File: config.mk
export PLATFORM = sky130hd
export DESIGN_NAME = ist_interval_timer
export DESIGN_NICKNAME = d
export VERILOG_FILES = /design/src/hw/ist_pkg.sv /design/src/hw/ist_interval_timer.sv
export SDC_FILE = /design/constraint.sdc
export NUM_CORES = 1
export LEC_CHECK = 0
export ABC_AREA = 1
export BUFFER_PORTS_ARGS = -buffer_cell sky130_fd_sc_hd__buf_2
export CORE_MARGIN = 2
export CORE_UTILIZATION = 40
export DETAILED_ROUTE_END_ITERATION = 12
export PLACE_DENSITY = 0.65
export SLEW_MARGIN = 20
export SYNTH_ARGS = -nofsm -noshare
export SYNTH_HDL_FRONTEND = slang
export SYNTH_SLANG_ARGS = --single-unit
File: constraint.sdc
create_clock -name clk_sys -period 2 [get_ports clk_sys]
set_input_delay 0.5 -clock clk_sys [delete_from_list [all_inputs] [get_ports clk_sys]]
set_output_delay 0.5 -clock clk_sys [all_outputs]
set_load 0.02 [all_outputs]
File: src/hw/ist_pkg.sv
// Package with register map, reset values and carrier types of the timer.
`default_nettype none
package ist_pkg;
    localparam int IST_CHANNELS = 8;
    localparam int IST_WAVE_CHANNELS = 7;
    localparam int IST_CNT_W = 16;
    localparam int IST_SUB_DIV = 4;

    // Byte addresses of the registers.
    localparam logic [7:0] IST_OFS_START = 8'h00;
    localparam logic [7:0] IST_OFS_STOP = 8'h04;
    localparam logic [7:0] IST_OFS_ENSTAT = 8'h08;
    localparam logic [7:0] IST_OFS_CLKSEL = 8'h0C;
    localparam logic [7:0] IST_OFS_MODE = 8'h10;
    localparam logic [7:0] IST_OFS_DIVA = 8'h14;
    localparam logic [7:0] IST_OFS_DIVB = 8'h18;
    localparam logic [7:0] IST_OFS_ISC = 8'h1C;
    localparam logic [7:0] IST_OFS_RELOAD0 = 8'h20;
    localparam logic [7:0] IST_OFS_COUNTER0 = 8'h40;
    localparam logic [7:0] IST_OFS_IRQSTAT = 8'h60;
    localparam logic [7:0] IST_OFS_IRQCLR = 8'h64;
    localparam logic [7:0] IST_OFS_IRQEN = 8'h68;
    localparam logic [7:0] IST_OFS_WAVE = 8'h6C;
    localparam logic [7:0] IST_OFS_EDGE = 8'h70;

    localparam logic [15:0] IST_RELOAD_RST = 16'h0000;
    localparam logic [15:0] IST_DIV_RST = 16'h0000;
    localparam logic [1:0] IST_SUB_CNT_LAST = 2'(IST_SUB_DIV - 1);

    typedef enum logic [1:0]
    {
        IST_CLK_A,
        IST_CLK_B,
        IST_CLK_SUB,
        IST_CLK_OFF
    } ist_clksel_t;

    typedef struct packed
    {
        logic psel;
        logic penable;
        logic pwrite;
        logic [7:0] paddr;
        logic [31:0] pwdata;
    } ist_apb_req_t;

    typedef struct packed
    {
        logic [31:0] prdata;
        logic pready;
        logic pslverr;
    } ist_apb_rsp_t;
endpackage
`default_nettype wire

File: src/hw/ist_interval_timer.sv
// Eight-channel interval timer with square-wave outputs behind APB.
//
// Functional notes
// Interrupt period is count clock period times reload value plus one.
// Count clock is prescaled clock A, B, or subsystem tick divided by four.
// Software stops all channels via stop register before changing system clock.
// Wave output toggles exactly when the period interrupt fires.
// Wave period is twice the interrupt period, giving 50 percent duty.
// Loaded counter decrements by one on each count clock tick.
// After start trigger, counter loads reload value on the next tick.
// Start load fires interrupt and toggle only if start select bit set.
// Zero counter at next tick fires interrupt, toggles and reloads, repeating.
// Reload writes accepted anytime; they take effect at the next reload.
// Eight counting channels; only channels 0 to 6 drive wave outputs.
// Input edges sampled on operation clock give one-cycle rise/fall triggers; here sampled only on the channel count tick.
// Channel 7 input comes from the input switch control selection.
// Channels run independently; no group constraints cross channels.
// Count clocks are one-cycle enables in the peripheral clock domain.
//
// Added by the designer: the address map and the APB register port.
`timescale 1ns/1ps
`default_nettype none
module ist_interval_timer
    import ist_pkg::*;
(
    input wire logic clk_sys,
    input wire logic rst_n,
    input wire ist_pkg::ist_apb_req_t apbReq,
    output var ist_pkg::ist_apb_rsp_t apbRsp,
    input wire logic subClkTick,
    input wire logic [6:0] channelInputPin,
    input wire logic linRxIn,
    input wire logic auxInput7,
    output logic [6:0] channelWaveOutput,
    output logic [7:0] edgeRiseTrig,
    output logic [7:0] edgeFallTrig,
    output logic irqOut
);
    typedef struct packed
    {
        logic [15:0] divA;
        logic [15:0] divB;
        logic [15:0] presCntA;
        logic [15:0] presCntB;
        logic tickA;
        logic tickB;
        logic [1:0] subCnt;
        logic tickSub;
        logic [7:0][1:0] clkSel;
        logic [7:0] startIrqSel;
        logic [7:0] cntEn;
        logic [7:0] startPend;
        logic [7:0][15:0] counter;
        logic [7:0][15:0] reload;
        logic [7:0] irqStat;
        logic [7:0] irqEn;
        logic [6:0] wave;
        logic iscSel;
        logic [7:0] inSync1;
        logic [7:0] inSync2;
        logic [7:0] inSamp;
        logic [7:0] rise;
        logic [7:0] fall;
        logic irq;
        ist_apb_rsp_t rsp;
    } ist_state_t;

    ist_state_t st_reg;
    ist_state_t st_next;
    logic [7:0] chTick;
    logic [7:0] chEvt;
    logic [7:0] rawIn;
    logic wrAcc;
    logic rdAcc;
    logic [7:0] irqClr;

    // Channel 7 has no pin of its own. //
    assign rawIn = {st_reg.iscSel ? auxInput7 : linRxIn, channelInputPin};

    // A write commits at the edge where the master sees pready high.
    assign wrAcc = apbReq.psel && apbReq.penable && apbReq.pwrite
        && st_reg.rsp.pready;
    assign rdAcc = apbReq.psel && apbReq.penable && !st_reg.rsp.pready;

    function automatic logic [31:0] readMux(input ist_state_t s,
        input logic [7:0] a);
        logic [31:0] d;
        d = 32'h0000_0000;
        if (a >= IST_OFS_RELOAD0 && a < IST_OFS_COUNTER0)
        begin
            d[15:0] = s.reload[a[4:2]];
        end
        else if (a >= IST_OFS_COUNTER0 && a < IST_OFS_IRQSTAT)
        begin
            d[15:0] = s.counter[a[4:2]];
        end
        else
        begin
            case (a)
                IST_OFS_ENSTAT: d[7:0] = s.cntEn;
                IST_OFS_CLKSEL: d[15:0] = s.clkSel;
                IST_OFS_MODE: d[7:0] = s.startIrqSel;
                IST_OFS_DIVA: d[15:0] = s.divA;
                IST_OFS_DIVB: d[15:0] = s.divB;
                IST_OFS_ISC: d[0] = s.iscSel;
                IST_OFS_IRQSTAT: d[7:0] = s.irqStat;
                IST_OFS_IRQEN: d[7:0] = s.irqEn;
                IST_OFS_WAVE: d[6:0] = s.wave;
                IST_OFS_EDGE: d[7:0] = s.inSamp;
                default: d = 32'h0000_0000;
            endcase
        end
        return d;
    endfunction

    function automatic logic addrMapped(input logic [7:0] a);
        logic ok;
        ok = (a[1:0] == 2'b00) && (a <= IST_OFS_EDGE);
        return ok;
    endfunction

    always_comb
    begin
        st_next = st_reg;
        chTick = 8'h00;
        chEvt = 8'h00;
        irqClr = 8'h00;

        // Prescalers emit single-cycle enables, never derived clocks. //
        st_next.tickA = 1'b0;
        st_next.tickB = 1'b0;
        st_next.tickSub = 1'b0;
        if (st_reg.presCntA >= st_reg.divA)
        begin
            st_next.presCntA = 16'h0000;
            st_next.tickA = 1'b1;
        end
        else
        begin
            st_next.presCntA = st_reg.presCntA + 16'h0001;
        end
        if (st_reg.presCntB >= st_reg.divB)
        begin
            st_next.presCntB = 16'h0000;
            st_next.tickB = 1'b1;
        end
        else
        begin
            st_next.presCntB = st_reg.presCntB + 16'h0001;
        end
        // Subsystem tick divided by four, independent of clk_sys rate. //
        if (subClkTick)
        begin
            st_next.subCnt = st_reg.subCnt + 2'b01;
            st_next.tickSub = (st_reg.subCnt == IST_SUB_CNT_LAST);
        end

        // APB slave: one wait state, then the response stands one cycle.
        st_next.rsp.pready = 1'b0;
        st_next.rsp.pslverr = 1'b0;
        if (rdAcc)
        begin
            st_next.rsp.pready = 1'b1;
            st_next.rsp.pslverr = !addrMapped(apbReq.paddr);
            st_next.rsp.prdata = apbReq.pwrite ? 32'h0000_0000
                : readMux(st_reg, apbReq.paddr);
        end

        if (wrAcc && addrMapped(apbReq.paddr))
        begin
            if (apbReq.paddr >= IST_OFS_RELOAD0
                && apbReq.paddr < IST_OFS_COUNTER0)
            begin
                // Only the reload copy changes; the period in flight keeps
                // running on the counter. //
                st_next.reload[apbReq.paddr[4:2]] = apbReq.pwdata[15:0];
            end
            case (apbReq.paddr)
                IST_OFS_START:
                begin
                    st_next.cntEn = st_reg.cntEn | apbReq.pwdata[7:0];
                    st_next.startPend = st_reg.startPend
                        | apbReq.pwdata[7:0];
                end
                IST_OFS_STOP:
                begin
                    // Writing all ones halts every channel at once. //
                    st_next.cntEn = st_reg.cntEn & ~apbReq.pwdata[7:0];
                    st_next.startPend = st_reg.startPend
                        & ~apbReq.pwdata[7:0];
                end
                IST_OFS_CLKSEL: st_next.clkSel = apbReq.pwdata[15:0];
                IST_OFS_MODE: st_next.startIrqSel = apbReq.pwdata[7:0];
                IST_OFS_DIVA: st_next.divA = apbReq.pwdata[15:0];
                IST_OFS_DIVB: st_next.divB = apbReq.pwdata[15:0];
                IST_OFS_ISC: st_next.iscSel = apbReq.pwdata[0];
                IST_OFS_IRQCLR: irqClr = apbReq.pwdata[7:0];
                IST_OFS_IRQEN: st_next.irqEn = apbReq.pwdata[7:0];
                default:
                begin
                end
            endcase
        end

        // Each channel runs alone; nothing couples one to another. //
        for (int n = 0; n < IST_CHANNELS; n++)
        begin
            case (ist_clksel_t'(st_reg.clkSel[n]))
                IST_CLK_A: chTick[n] = st_reg.tickA;
                IST_CLK_B: chTick[n] = st_reg.tickB;
                IST_CLK_SUB: chTick[n] = st_reg.tickSub;
                default: chTick[n] = 1'b0;
            endcase
            if (chTick[n] && st_reg.startPend[n] && st_next.cntEn[n])
            begin
                st_next.counter[n] = st_reg.reload[n];
                st_next.startPend[n] = 1'b0;
                chEvt[n] = st_reg.startIrqSel[n];
            end
            else if (chTick[n] && st_reg.cntEn[n] && st_next.cntEn[n])
            begin
                if (st_reg.counter[n] == 16'h0000)
                begin
                    // Reload-plus-one ticks per period. //
                    st_next.counter[n] = st_reg.reload[n];
                    chEvt[n] = 1'b1;
                end
                else
                begin
                    st_next.counter[n] = st_reg.counter[n] - 16'h0001;
                end
            end

            // Input synchroniser, then sampling on the channel tick. //
            st_next.inSync1[n] = rawIn[n];
            st_next.inSync2[n] = st_reg.inSync1[n];
            st_next.rise[n] = 1'b0;
            st_next.fall[n] = 1'b0;
            if (chTick[n])
            begin
                st_next.inSamp[n] = st_reg.inSync2[n];
                st_next.rise[n] = st_reg.inSync2[n] && !st_reg.inSamp[n];
                st_next.fall[n] = !st_reg.inSync2[n] && st_reg.inSamp[n];
            end
        end

        // Only the low seven channels own an output pin. //
        for (int k = 0; k < IST_WAVE_CHANNELS; k++)
        begin
            if (chEvt[k])
            begin
                st_next.wave[k] = !st_reg.wave[k];
            end
        end

        // A new event beats a clear in the same cycle.
        st_next.irqStat = (st_reg.irqStat & ~irqClr) | chEvt;
        st_next.irq = |(st_next.irqStat & st_next.irqEn);
    end

    always_ff @(posedge clk_sys or negedge rst_n)
    begin
        if (!rst_n)
        begin
            st_reg <= '0;
        end
        else
        begin
            st_reg <= st_next;
        end
    end

    assign apbRsp = st_reg.rsp;
    assign channelWaveOutput = st_reg.wave;
    assign edgeRiseTrig = st_reg.rise;
    assign edgeFallTrig = st_reg.fall;
    assign irqOut = st_reg.irq;
endmodule
`default_nettype wire

==> flow_metrics.tcl <==
set metrics [dict create \
    tritoncts_clock_tree "built" \
    cap_violations 0 \
    synth_adder_area_share_pct 2.59 \
    areaGrowthSynthToFinish_pct 27.2 \
    multi_input_area_sq_um 11600 \
    finalNonFillerCells 4290 \
    combPwrFrac_pct 18.2 \
    async_reset_ff_share_pct 100 \
    pre_repair_dr_iteration_count 6 \
    initialDrtViolationCount 2635 \
    synth_flop_cell "sky130_fd_sc_hd__dfrtp_1" \
    detailed_place_hpwl_mm 68.6 \
    worst_slew_pin_slew_ps 630 \
    final-hold-violation-count 0 \
    cts_num_sinks 448 \
    final.hold.worst_slack_ps 116 \
    grt_overflow_total 0 \
    layout-drive-gt1-share_pct 21.9 \
    worst_ir_drop_vdd_mv 0.523 \
    first_global_vias 22300 \
    min_period_over_period_pct 99.6 \
    arrival_ps 2470 \
    clk-insertion-delay-late_ps 610 \
    initial_core_util_pct 40.6 \
    fillers 5686 \
    floorplan.die_area_sq_um 63500 \
    stdcell_area_sq_um 31300 \
    worst_clock_skew_on_the_final_layout_ps 15.9 \
    yosys.area_share.xor_xnor_pct 3.77 \
    yosys.area_share.simple_pct 20.9 \
    wire_per_inst_um 21.5 \
    power.switching_fraction_pct 29.5 \
    power_density_nw_per_um2 771 \
    antenna_violations_before_repair 4 \
    status "finished clean" \
    data_required_time_at_the_worst_endpoint_ps 2480 \
    yosysUniqueCellTypes 57 \
    gpl.final_weighted_congestion 0.980 \
    largest_register_ffs 398 \
    fmax_mhz 502 \
    largest_net_degree_at_the_start_of_global_routing 81 \
    placed_area_sq_um 28900 \
    drv_slew 0 \
    mappedNetlistArea_sq_um 24600 \
    final_common_cell "sky130_fd_sc_hd__nand2_1" \
    postSynthRegisterBits 448 \
    avgViaCountPerCell 5.58 \
    critPathMaxFanout 4 \
    worstSetupStartpointType "flop" \
    grt_setup_unrepaired "true" \
    synthCells 3054 \
    detail-route-antenna-nets 0 \
    netSwitchingPower_mw 7.12 \
    rr_startpoint "st_reg[399]" \
    pin_count 113 \
    cp-startpoint "st_reg[399]" \
    critPathKind "flop to flop" \
    setup_viol_count_final 0 \
    synth_enable_flop_cells 0 \
    remaining_drc_errors 0 \
    global_route_wire_length_before_repair_mm 136 \
    fp.coreArea_sq_um 60600 \
    cts-root-to-sink-buffers 3 \
    placedCellCount 4168 \
    final_nets 3571 \
    regArea_sq_um 11200 \
    power.share.clock_pct 40.9 \
    die_x_um 252 \
    cts_htree_levels 2 \
    synth_mux_area_share_pct 0.0915 \
    wire_length_after_detailed_routing_mm 92.0 \
    post-layout-total-power_mw 24.2 \
    pwr-share-seq_pct 41.0 \
    syn_avg_cell_area_sq_um 8.06 \
    path_clk_slew_ps 60 \
    placement_rows 90 \
    setup_total_negative_slack_ps 0 \
    layout_min_cycle_time_ps 1990 \
    hp-start "subClkTick" \
    yosysWarnings 0 \
    cellInternalPower_mw 17.0 \
    die-height_um 252 \
    buffer_ports.inserted 80 \
    timing.critical_path.to_type "flop" \
    cts_root_buffer "sky130_fd_sc_hd__clkbuf_16" \
    cts_buffer_count 51 \
    layout_common_cells "sky130_fd_sc_hd__nand2_1, sky130_fd_sc_hd__dfrtp_1, sky130_fd_sc_hd__buf_4, sky130_fd_sc_hd__o21ai_0, sky130_fd_sc_hd__inv_1" \
    num_vias 24000 \
    groute.usage.overall_pct 28.3 \
    register_area_share_after_synthesis_pct 45.6 \
    hp-class "input port to flop" \
    maxSlewHeadroom_pct 58.0 \
    largest_family_of_logic_cells_by_synthesized_area "simple AND/OR/NAND/NOR gates" \
    complex_gate_fraction_of_the_synthesized_area_pct 18.0 \
    power.leakage_nw 15.1 \
]
==> power by group through the flow <==
stage	Clock [mW]	Sequential [mW]	Combinational, mW
global route	10.3	9.93	4.72
global placement	0	10.0	4.12
finish	9.87	9.90	4.38
CTS	9.96	9.87	4.20
detailed placement	0	10.0	4.16
floorplan	0	9.99	2.26
==> per-layer routing <==
metal	vias to the layer above	part of all wire [%]	GRT usage (%)	wire length, um
li1	11100	-	-	-
met1	11500	42	39.1	38500
met2	1177	43	42.5	39900
met3	224	9.5	5.72	8750
met4	2	5.2	13.8	4820
met5	-	0.014	0	13
==> path summary, 6_finish.rpt <==
path                               end  slack (ps)  depth (start not counted)
setup reg to reg           st_reg[284]           8                         10
hold reg to reg             st_reg[60]         350                          0
setup / recovery           st_reg[284]           8                         10
hold / removal             st_reg[396]         120                          2
max in group asynchronous  st_reg[334]         880                          3
min in group asynchronous  st_next[61]         340                          2
==> synth_stat cells, types with 5 or more instances <==
cell type / count / share of area, %
sky130_fd_sc_hd__a31oi_1: 12 / 0.31
sky130_fd_sc_hd__nand3_1: 146 / 3.0
sky130_fd_sc_hd__o31ai_1: 17 / 0.52
sky130_fd_sc_hd__nor4_1: 8 / 0.20
sky130_fd_sc_hd__o221ai_1: 10 / 0.36
sky130_fd_sc_hd__nand4_1: 44 / 1.1
sky130_fd_sc_hd__nor2_1: 294 / 4.5
sky130_fd_sc_hd__buf_4: 71 / 2.2
sky130_fd_sc_hd__o22ai_1: 161 / 4.1
sky130_fd_sc_hd__nor2_4: 5 / 0.23
sky130_fd_sc_hd__xor2_1: 91 / 3.2
sky130_fd_sc_hd__nand3_2: 5 / 0.20
sky130_fd_sc_hd__dfrtp_1: 448 / 46
sky130_fd_sc_hd__nand2_1: 563 / 8.6
sky130_fd_sc_hd__clkbuf_1: 68 / 1.0
sky130_fd_sc_hd__nand3b_1: 5 / 0.15
sky130_fd_sc_hd__o2111ai_1: 7 / 0.25
sky130_fd_sc_hd__o21ai_0: 328 / 6.7
sky130_fd_sc_hd__a21oi_1: 70 / 1.4
sky130_fd_sc_hd__buf_1: 10 / 0.15
sky130_fd_sc_hd__nand2_2: 14 / 0.36
sky130_fd_sc_hd__buf_6: 8 / 0.37
sky130_fd_sc_hd__inv_2: 11 / 0.17
sky130_fd_sc_hd__and3_1: 7 / 0.18
sky130_fd_sc_hd__buf_2: 33 / 0.67
sky130_fd_sc_hd__o21ai_1: 82 / 1.7
sky130_fd_sc_hd__inv_1: 295 / 4.5
sky130_fd_sc_hd__o211ai_1: 60 / 1.8
sky130_fd_sc_hd__ha_1: 51 / 2.6
sky130_fd_sc_hd__or2_2: 8 / 0.20
sky130_fd_sc_hd__nor3_1: 53 / 1.1
sky130_fd_sc_hd__xnor2_1: 15 / 0.53
sky130_fd_sc_hd__nand2_4: 8 / 0.37
==> stage by stage <==
step	setup slack [ps]	util, %
4_1_cts	3.27	50.7
3_3_place_gp	-432	47.6
2_1_floorplan	-44.8	-
6_report	8.12	51.7
5_1_grt	-99.2	51.7
3_5_place_dp	-452	47.6
==> critical path: stages (launching register included) <==
cell	delay (ps)
sky130_fd_sc_hd__dfrtp_1	390
sky130_fd_sc_hd__buf_4	160
sky130_fd_sc_hd__o211ai_1	150
sky130_fd_sc_hd__and2_1	240
sky130_fd_sc_hd__nor2_2	90
sky130_fd_sc_hd__nand3_4	150
sky130_fd_sc_hd__nand2_4	80
sky130_fd_sc_hd__buf_4	140
sky130_fd_sc_hd__or2_2	270
sky130_fd_sc_hd__o211ai_1	80
sky130_fd_sc_hd__o21ai_0	100
==> cells by family (layout without fill, tap and decap cells) <==
logic type / Yosys count / in the layout
and+or+nand+nor: 1176 / 1176
AOI/OAI and AO/OA: 770 / 770
buffers and inverters: 500 / 936
DFF: 448 / 448
xor gates and xnor gates: 106 / 106
adders and majority gates: 51 / 51
muxes: 2 / 2
other: 1 / 19
==> area by class of cell <==
| cell class | count | share of cell area [%] |
|---|---|---|
| multi-input cells | 2121 | 37.0 |
| flip-flops and latches | 448 | 35.8 |
| repair buffers | 530 | 14.5 |
| clock buffers | 65 | 4.56 |
| inverters | 310 | 3.93 |
| well taps | 782 | 3.12 |
| clock inverters | 28 | 0.999 |
| repair inverters | 3 | 0.0679 |
| diodes | 3 | 0.0240 |
==> what timing repair did <==
action | CTS | global route
endpoints found under the hold margin | 28 | 0
setup buffers | 0 | 10
hold buffers | 8 | 0
gates resized for setup | 13 | 128
gates cloned | 1 | 7
endpoints found under the setup margin | 82 | 147
pin swaps | 0 | 14
(Power assumes the default switching activity.)
